$ cat src/core/mm_defines.vh
// Register addresses, field positions, encodings and reset values of the memory mover
`ifndef MM_DEFINES_VH
`define MM_DEFINES_VH
// Register addresses on the special function register port
`define MM_ADDR_CHANNEL_SELECT 8'hD0
`define MM_ADDR_CHANNEL_FUNC 8'hD2
`define MM_ADDR_CHANNEL_CTRL 8'hD3
`define MM_ADDR_BASE_LO 8'hD4
`define MM_ADDR_BASE_HI 8'hD5
`define MM_ADDR_DMA_CHANNEL_MODE 8'hD6
`define MM_ADDR_SIZE_LO 8'hD7
`define MM_ADDR_SIZE_HI 8'hD9
`define MM_ADDR_OFFSET_LO 8'hDA
`define MM_ADDR_OFFSET_HI 8'hDB
`define MM_ADDR_HALF_FLAGS 8'hDC
`define MM_ADDR_FULL_FLAGS 8'hDD
// Field positions
`define MM_MODE_WRAP_BIT 0
`define MM_CTRL_ENABLE_BIT 0
// Reset values
`define MM_MODE_RESET 8'h00
`define MM_CTRL_RESET 8'h00
`define MM_FUNC_RESET 4'hF
// Transfer functions
`define MM_FN_RAM_TO_CODEC 4'h0
`define MM_FN_CODEC_TO_RAM 4'h1
`define MM_FN_RAM_TO_CHECKSUM 4'h2
`define MM_FN_RAM_TO_SERIAL 4'h3
`define MM_FN_SERIAL_TO_RAM 4'h4
`define MM_FN_RAM_TO_KEY 4'h5
`define MM_FN_RAM_TO_BLOCK 4'h6
`define MM_FN_RAM_TO_XOR 4'h7
`define MM_FN_CIPHER_TO_RAM 4'h8
`define MM_FN_COUNT 9
`endif

$ cat src/core/mm_memory_mover.v
// Multi-channel memory mover between data RAM and peripheral data registers
//
// Function
// - Moves bytes without processor per-byte work
// - Seven channels, each with own registers
// - Each channel selects one of nine functions
// - Half-length and full-length flags per channel
// - Offset counts zero to size minus one
// - Offset restarts at zero; wrap bit keeps the channel enabled
// - Mode register indirect through channel select
`include "mm_defines.vh"
`default_nettype none
module mm_memory_mover #(
  parameter NCH = 7,
  parameter AW = 16
) (
  input wire SYS_CLK,
  input wire RST_N,
  input wire [7:0] SFR_ADDR,
  input wire SFR_WR,
  input wire SFR_RD,
  input wire [7:0] SFR_WDATA,
  output reg [7:0] SFR_RDATA,
  input wire [`MM_FN_COUNT-1:0] PER_REQ,
  output reg [`MM_FN_COUNT-1:0] PER_ACK,
  output wire PER_RD,
  output wire [3:0] PER_RFUNC,
  input wire [7:0] PER_RDATA,
  output wire PER_WR,
  output wire [3:0] PER_WFUNC,
  output wire [7:0] PER_WDATA,
  input wire PER_WREADY,
  output wire RAM_RD,
  output wire [AW-1:0] RAM_RADDR,
  input wire [7:0] RAM_RDATA,
  output wire RAM_WR,
  output wire [AW-1:0] RAM_WADDR,
  output wire [7:0] RAM_WDATA,
  output wire [NCH-1:0] HALF_FLAGS,
  output wire [NCH-1:0] FULL_FLAGS
);
  localparam EW = 1 + 4 + AW + 8;
  localparam [1:0] ST_IDLE = 2'b01;
  localparam [1:0] ST_CAPT = 2'b10;

  ////////////////////////////////////////////////////////////////////////////
  // Decoding shared by the issue and capture paths
  function to_ram;
    input [3:0] fn;
    begin
      to_ram = (fn == `MM_FN_CODEC_TO_RAM) || (fn == `MM_FN_SERIAL_TO_RAM) || (fn == `MM_FN_CIPHER_TO_RAM);
    end
  endfunction

  function fn_valid;
    input [3:0] fn;
    begin
      fn_valid = (fn < `MM_FN_COUNT);
    end
  endfunction

  ////////////////////////////////////////////////////////////////////////////
  // Channel registers
  reg [2:0] sel_q;
  reg [3:0] func_q [0:NCH-1];
  reg [7:0] ctrl_q [0:NCH-1];
  reg [7:0] mode_q [0:NCH-1];
  reg [AW-1:0] base_q [0:NCH-1];
  reg [AW-1:0] size_q [0:NCH-1];
  reg [AW-1:0] offs_q [0:NCH-1];
  reg [NCH-1:0] half_q;
  reg [NCH-1:0] full_q;
  reg [1:0] state_q;
  reg [2:0] cur_q;
  reg [NCH-1:0] hit_half;
  reg [NCH-1:0] hit_full;

  // Buffer of two outgoing bytes
  reg [EW-1:0] buf_q [0:1];
  reg [1:0] cnt_q;
  reg rp_q;
  wire buf_in_ready = (cnt_q != 2'd2);
  wire buf_out_valid = (cnt_q != 2'd0);
  wire [EW-1:0] head = buf_q[rp_q];
  wire head_to_ram = head[EW-1];
  wire buf_out_ready = head_to_ram | PER_WREADY;
  wire pop = buf_out_valid & buf_out_ready;

  ////////////////////////////////////////////////////////////////////////////
  // Channel pick: lowest enabled channel whose peripheral requests
  reg pick_ok;
  reg [2:0] pick;
  integer i;
  always @* begin
    pick_ok = 1'b0;
    pick = 3'd0;
    for (i = NCH - 1; i >= 0; i = i - 1) begin
      if (ctrl_q[i][`MM_CTRL_ENABLE_BIT] && fn_valid(func_q[i]) && PER_REQ[func_q[i]]) begin
        pick_ok = 1'b1;
        pick = i[2:0];
      end
    end
  end

  wire issue = (state_q == ST_IDLE) & pick_ok & buf_in_ready;
  wire [3:0] pick_fn = func_q[pick];
  wire pick_to_ram = to_ram(pick_fn);
  wire [3:0] cur_fn = func_q[cur_q];
  wire cur_to_ram = to_ram(cur_fn);
  wire [AW-1:0] cur_addr = base_q[cur_q] + offs_q[cur_q];
  wire [AW-1:0] cur_next = offs_q[cur_q] + {{(AW-1){1'b0}}, 1'b1};
  wire cur_last = (cur_next >= size_q[cur_q]);
  wire cur_half = (cur_next == (size_q[cur_q] >> 1));

  // Source read strobes, one byte per granted request
  assign RAM_RD = issue & ~pick_to_ram;
  assign RAM_RADDR = base_q[pick] + offs_q[pick];
  assign PER_RD = issue & pick_to_ram;
  assign PER_RFUNC = pick_fn;

  // Acknowledge pulse returned to the requesting peripheral
  always @* begin
    PER_ACK = {`MM_FN_COUNT{1'b0}};
    if (issue) begin
      PER_ACK[pick_fn] = 1'b1;
    end
  end

  ////////////////////////////////////////////////////////////////////////////
  // Sequencer: issue read, then capture byte into buffer
  always @(posedge SYS_CLK) begin
    if (!RST_N) begin
      state_q <= ST_IDLE;
      cur_q <= 3'd0;
    end else begin
      case (state_q)
        ST_IDLE: begin
          if (issue) begin
            state_q <= ST_CAPT;
            cur_q <= pick;
          end
        end
        ST_CAPT: begin
          state_q <= ST_IDLE;
        end
        default: begin
          state_q <= ST_IDLE;
        end
      endcase
    end
  end

  wire capt = (state_q == ST_CAPT);
  wire [7:0] capt_data = cur_to_ram ? PER_RDATA : RAM_RDATA;

  ////////////////////////////////////////////////////////////////////////////
  // Two-entry buffer; peripheral stall holds the head
  always @(posedge SYS_CLK) begin
    if (!RST_N) begin
      cnt_q <= 2'd0;
      rp_q <= 1'b0;
      buf_q[0] <= {EW{1'b0}};
      buf_q[1] <= {EW{1'b0}};
    end else begin
      // New byte goes to the tail; a same-cycle pop only moves the head
      if (capt) begin
        buf_q[rp_q ^ (cnt_q != 2'd0)] <= {cur_to_ram, cur_fn, cur_addr, capt_data};
      end
      if (pop) begin
        rp_q <= ~rp_q;
      end
      cnt_q <= cnt_q + {1'b0, capt} - {1'b0, pop};
    end
  end

  assign RAM_WR = buf_out_valid & head_to_ram;
  assign RAM_WADDR = head[AW+7:8];
  assign RAM_WDATA = head[7:0];
  assign PER_WR = buf_out_valid & ~head_to_ram;
  assign PER_WFUNC = head[EW-2:AW+8];
  assign PER_WDATA = head[7:0];

  ////////////////////////////////////////////////////////////////////////////
  // Per-channel event decode for this capture
  integer k;
  always @* begin
    hit_half = {NCH{1'b0}};
    hit_full = {NCH{1'b0}};
    for (k = 0; k < NCH; k = k + 1) begin
      if (capt && cur_q == k[2:0]) begin
        hit_half[k] = cur_half;
        hit_full[k] = cur_last;
      end
    end
  end

  ////////////////////////////////////////////////////////////////////////////
  // Register writes and channel counters
  wire sw = SFR_WR;
  integer j;
  always @(posedge SYS_CLK) begin
    if (!RST_N) begin
      sel_q <= 3'd0;
      half_q <= {NCH{1'b0}};
      full_q <= {NCH{1'b0}};
      for (j = 0; j < NCH; j = j + 1) begin
        func_q[j] <= `MM_FUNC_RESET;
        ctrl_q[j] <= `MM_CTRL_RESET;
        mode_q[j] <= `MM_MODE_RESET;
        base_q[j] <= {AW{1'b0}};
        size_q[j] <= {AW{1'b0}};
        offs_q[j] <= {AW{1'b0}};
      end
    end else begin
      if (sw && SFR_ADDR == `MM_ADDR_CHANNEL_SELECT && SFR_WDATA[2:0] < NCH) begin
        sel_q <= SFR_WDATA[2:0];
      end
      // Indirect writes reach the selected channel only
      if (sw) begin
        case (SFR_ADDR)
          `MM_ADDR_CHANNEL_FUNC: func_q[sel_q] <= SFR_WDATA[3:0];
          `MM_ADDR_CHANNEL_CTRL: ctrl_q[sel_q] <= SFR_WDATA;
          `MM_ADDR_DMA_CHANNEL_MODE: mode_q[sel_q] <= {7'h00, SFR_WDATA[`MM_MODE_WRAP_BIT]};
          `MM_ADDR_BASE_LO: base_q[sel_q][7:0] <= SFR_WDATA;
          `MM_ADDR_BASE_HI: base_q[sel_q][AW-1:8] <= SFR_WDATA[AW-9:0];
          `MM_ADDR_SIZE_LO: size_q[sel_q][7:0] <= SFR_WDATA;
          `MM_ADDR_SIZE_HI: size_q[sel_q][AW-1:8] <= SFR_WDATA[AW-9:0];
          `MM_ADDR_OFFSET_LO: offs_q[sel_q][7:0] <= SFR_WDATA;
          `MM_ADDR_OFFSET_HI: offs_q[sel_q][AW-1:8] <= SFR_WDATA[AW-9:0];
          default: begin
          end
        endcase
      end
      // Offset advance, wrap or stop after each captured byte
      if (capt) begin
        if (cur_last) begin
          offs_q[cur_q] <= {AW{1'b0}};
          if (!mode_q[cur_q][`MM_MODE_WRAP_BIT]) begin
            ctrl_q[cur_q][`MM_CTRL_ENABLE_BIT] <= 1'b0;
          end
        end else begin
          offs_q[cur_q] <= cur_next;
        end
      end
      // Write one clears a flag; a same-cycle event wins
      half_q <= (half_q & ~((sw && SFR_ADDR == `MM_ADDR_HALF_FLAGS) ? SFR_WDATA[NCH-1:0] : {NCH{1'b0}})) | hit_half;
      full_q <= (full_q & ~((sw && SFR_ADDR == `MM_ADDR_FULL_FLAGS) ? SFR_WDATA[NCH-1:0] : {NCH{1'b0}})) | hit_full;
    end
  end

  assign HALF_FLAGS = half_q;
  assign FULL_FLAGS = full_q;

  ////////////////////////////////////////////////////////////////////////////
  // Read data, registered one cycle after the read strobe
  always @(posedge SYS_CLK) begin
    if (!RST_N) begin
      SFR_RDATA <= 8'h00;
    end else if (SFR_RD) begin
      case (SFR_ADDR)
        `MM_ADDR_CHANNEL_SELECT: SFR_RDATA <= {5'h00, sel_q};
        `MM_ADDR_CHANNEL_FUNC: SFR_RDATA <= {4'h0, func_q[sel_q]};
        `MM_ADDR_CHANNEL_CTRL: SFR_RDATA <= ctrl_q[sel_q];
        `MM_ADDR_DMA_CHANNEL_MODE: SFR_RDATA <= mode_q[sel_q];
        `MM_ADDR_BASE_LO: SFR_RDATA <= base_q[sel_q][7:0];
        `MM_ADDR_BASE_HI: SFR_RDATA <= base_q[sel_q][AW-1:8];
        `MM_ADDR_SIZE_LO: SFR_RDATA <= size_q[sel_q][7:0];
        `MM_ADDR_SIZE_HI: SFR_RDATA <= size_q[sel_q][AW-1:8];
        `MM_ADDR_OFFSET_LO: SFR_RDATA <= offs_q[sel_q][7:0];
        `MM_ADDR_OFFSET_HI: SFR_RDATA <= offs_q[sel_q][AW-1:8];
        `MM_ADDR_HALF_FLAGS: SFR_RDATA <= {1'b0, half_q};
        `MM_ADDR_FULL_FLAGS: SFR_RDATA <= {1'b0, full_q};
        default: SFR_RDATA <= 8'h00;
      endcase
    end
  end
endmodule
`default_nettype wire

$ cat config.mk
export PLATFORM = sky130hd
export DESIGN_NAME = mm_memory_mover
export DESIGN_NICKNAME = d
export VERILOG_FILES = /design/src/core/mm_memory_mover.v
export VERILOG_INCLUDE_DIRS = /design/src /design/src/core
export SDC_FILE = /design/constraint.sdc
export NUM_CORES = 1
export LEC_CHECK = 0
export BUFFER_PORTS_ARGS = -buffer_cell sky130_fd_sc_hd__buf_2
export CORE_ASPECT_RATIO = 1.75
export CORE_MARGIN = 4
export CORE_UTILIZATION = 50
export CTS_CLUSTER_SIZE = 24
export DETAILED_ROUTE_END_ITERATION = 10
export PLACE_DENSITY = 0.67
export SLEW_MARGIN = 5
export SYNTH_ARGS = -nofsm -noshare
export SYNTH_HDL_FRONTEND = slang
export SYNTH_SLANG_ARGS = --single-unit
$ cat constraint.sdc
create_clock -name SYS_CLK -period 12.6 [get_ports SYS_CLK]
set_input_delay 0.63 -clock SYS_CLK [delete_from_list [all_inputs] [get_ports SYS_CLK]]
set_output_delay 0.63 -clock SYS_CLK [all_outputs]
set_load 0.02 [all_outputs]
==> impl_metrics.json <==
{
  "chipHeight_um": 360,
  "synth.top_cells.by_area": "sky130_fd_sc_hd__edfxtp_1 37%, sky130_fd_sc_hd__mux4_2 14%, sky130_fd_sc_hd__dfxtp_1 8.3%",
  "count_of_routing_violations_after_the_opening_detailed_route_iteration": 3698,
  "wp_data_required_ns": 11.97,
  "synth-warning-count": 0,
  "min_path_type": "in -> reg",
  "ctsLongestPathBuffers": 3,
  "asyncSetResetFlopFracSynth_pct": 0,
  "seq_area_um2": 16200,
  "placementRows": 128,
  "synth.cell_area_um2": 35400,
  "cts-buffers-inserted": 54,
  "timing_hold_violations_final": 0,
  "postSynthCellCount": 3259,
  "wire_per_inst_um": 32.1,
  "pwr_density_cell_nw_per_um2": 112,
  "io_pins": 137,
  "place_hpwl_mm": 96.4,
  "drt_pre_antenna_iters": 6,
  "outcome": "complete, no violations",
  "gpl.final_weighted_congestion": 1.05,
  "post_synth_num_cell_types": 89,
  "initial_utilization_pct": 50.7,
  "cts_hold_repair.buffers": 0,
  "timing.final.max_slew_violations": 0,
  "place.port_buffers": 136,
  "crit_arrival_ns": 7.71,
  "post_synthesis_cell_type_with_the_largest_combined_area": "sky130_fd_sc_hd__edfxtp_1",
  "clock_root_buffer_master": "sky130_fd_sc_hd__clkbuf_16",
  "global_route.overflow_total": 0,
  "timing.fmax_mhz": 120,
  "mostFrequentLayoutCell": "sky130_fd_sc_hd__nand2_1",
  "rsz0062_at_grt": "false",
  "grt_usage_pct": 34.8,
  "grt_start_max_net_pins": 90,
  "finalClockSkew_ns": 0.0432,
  "area_used_by_multi_input_combinational_logic_um2": 18000,
  "period_needed_ns": 8.34,
  "timing.critical_path.cells": "mux4_2, and3_1, o21bai_2, and2_0, a21o_1, buf_4, and3_1, a211oi_1, a31o_2, ha_1, a211oi_1, o21a_1, nor3_1, a2111oi_0, o41ai_1, a31oi_1, buf_4, nand3_1, mux2_2, nand4_1, buf_2",
  "setup_tns_after_final_layout_ns": 0,
  "layout-drive-gt1-share_pct": 18.8,
  "clk_pin_slew_ns": 0.06,
  "post-layout-total-power_mw": 4.29,
  "finalWirelength_mm": 135,
  "dieArea_um2": 75200,
  "area_growth_syn_to_layout_pct": 8.70,
  "tritoncts": "built",
  "postLayoutCoreUtil_pct": 55.1,
  "max-cap-violations": 0,
  "cpMaxStageDelayCell": "sky130_fd_sc_hd__a21o_1",
  "worst-r2r-setup-slack_ns": 6.53,
  "worstSetupStartpointType": "flop",
  "synth_nets": 3356,
  "critical_path_maximum_fanout": 39,
  "dominantRegCellSynth": "sky130_fd_sc_hd__edfxtp_1",
  "tightestPinTransition_ns": 1.43,
  "drc": 0,
  "postSynthRegisterBits": 586,
  "setup.worst_path.class": "reg -> out",
  "power_leakage_nw": 13.3,
  "layoutNonFillerInstCount": 4210,
  "fin_nets": 3349,
  "final_cell_mix": "509 x sky130_fd_sc_hd__nand2_1, 440 x sky130_fd_sc_hd__edfxtp_1, 305 x sky130_fd_sc_hd__nor2_1, 215 x sky130_fd_sc_hd__mux4_2, 174 x sky130_fd_sc_hd__nand3_1",
  "ir_worst_vdd_v": 0.000124,
  "grt_antenna_before_repair": 8,
  "number_of_global_route_vias_before_repair": 28984,
  "grt_first_pass_wirelength_mm": 194,
  "synth_edf_count": 440,
  "syn_area_per_cell_um2": 10.9,
  "setup_viol": 0,
  "sequential_share_of_the_synthesized_area_pct": 45.6,
  "cts.htree.levels": 2,
  "cts_post_setup_buffers_inserted": 0,
  "num-fill-cells": 5990,
  "max_slew_margin_pct": 4.53,
  "timing.critical_path.to_type": "primary output",
  "dieWidth_um": 209,
  "routed_via_density": 6.98,
  "core_area_um2": 69800,
  "post-synth-top-area-fraction_pct": 37.4,
  "finalCritPeriodShare_pct": 66.2,
  "placed_cells_incl_taps": 4105,
  "postCtsResizedCells": 0,
  "clock_sinks": 586,
  "route.antenna.remaining_nets": 0,
  "dr_total_vias": 29390,
  "critPathMaxStageDelay_ns": 0.79,
  "clock_insertion_delay_worst_skew_ns": 0.68
}
-- worst paths after layout --
kind | startpoint | end | cells after the start
worst max-delay path | func_q[2][0] | RAM_RADDR[15] | 21
worst min-delay path | PER_RDATA[1] | buf_q[0][1] | 3
worst max register to register | flop | offs_q[0][13] | 15
worst min register to register | ctrl_q[5][6] | ctrl_q[5][6] | 2
-- worst max-delay path: cells and delay by family (launching register included) --
family / cells / cell delay [ns]
buf+inv: 3 / 0.99
fa+ha+maj: 1 / 0.30
flops: 1 / 0.55
mux: 2 / 0.85
simple gates: 6 / 1.18
compound gates: 9 / 3.13
-- cell families after synthesis --
logic type | Yosys count | share of synthesized area [%]
compound gates | 553 | 10.3
simple gates | 1274 | 16.2
mux | 426 | 20.8
buf+inv | 313 | 3.74
fa+ha+maj | 51 | 1.85
xor+xnor | 56 | 1.47
flops | 586 | 45.6
-- state kept, by name, summed over array words and instances, names as in the netlist, 2 cells and up, named ones only --
| signal | cells |
|---|---|
| base_q | 128 |
| offs_q | 128 |
| size_q | 128 |
| ctrl_q | 64 |
| buf_q | 58 |
| func_q | 32 |
| SFR_RDATA | 8 |
| mode_q | 8 |
| FULL_FLAGS | 7 |
| HALF_FLAGS | 7 |
| cur_q | 3 |
| sel_q | 3 |
| cnt_q | 2 |
| state_q | 2 |
-- synth_stat cells (17+ instances only) --
master,count
sky130_fd_sc_hd__nor2b_1,18
sky130_fd_sc_hd__and3_1,43
sky130_fd_sc_hd__clkbuf_1,159
sky130_fd_sc_hd__nand2_1,509
sky130_fd_sc_hd__o211ai_1,17
sky130_fd_sc_hd__and2_1,44
sky130_fd_sc_hd__mux2i_1,144
sky130_fd_sc_hd__nand3_1,174
sky130_fd_sc_hd__mux2_2,45
sky130_fd_sc_hd__nor3_1,47
sky130_fd_sc_hd__mux4_1,21
sky130_fd_sc_hd__or3_1,29
sky130_fd_sc_hd__edfxtp_1,440
sky130_fd_sc_hd__buf_1,45
sky130_fd_sc_hd__o22ai_1,101
sky130_fd_sc_hd__inv_1,57
sky130_fd_sc_hd__nand4_1,30
sky130_fd_sc_hd__o21ai_0,169
sky130_fd_sc_hd__mux4_2,215
sky130_fd_sc_hd__a31o_2,31
sky130_fd_sc_hd__nor2_1,309
sky130_fd_sc_hd__xor2_1,21
sky130_fd_sc_hd__a21oi_1,58
sky130_fd_sc_hd__buf_2,34
sky130_fd_sc_hd__a211oi_1,40
sky130_fd_sc_hd__dfxtp_1,146
sky130_fd_sc_hd__xnor2_1,32
sky130_fd_sc_hd__ha_1,49
sky130_fd_sc_hd__o21a_1,17
-- area by class of cell --
cell class | instances | area share (%)
well taps | 910 | 2.96
repair buffers | 193 | 2.90
clock inverters | 28 | 1.03
diodes | 3 | 0.0195
multi-input cells | 2360 | 46.7
flip-flops and latches | 586 | 42.0
clock buffers | 73 | 3.78
inverters | 57 | 0.557
-- report_power, final --
group	internal, mW	switching (mW)	leakage, nW
registers	2.11	0.0383	5.57
clock network	0.981	0.782	0.891
logic	0.133	0.240	6.87
-- per-stage QoR --
step           area, um2  setup WS (ns)  hold slack (ns)
2_1_floorplan      35400           6.76            0.411
3_3_place_gp       36600           4.98            0.419
3_5_place_dp       36600           4.90            0.431
4_1_cts            38400           4.33            0.293
5_1_grt            38400           3.86            0.313
6_report           38400           4.26            0.299
-- per-layer routing --
layer,vias to the layer above,wire length [um],GRT usage (%)
li1,12300,-,-
met1,14363,42600,38.0
met2,2082,64800,58.1
met3,641,13100,7.21
met4,4,14600,28.4
met5,-,25,0
(Power assumes the default switching activity.)
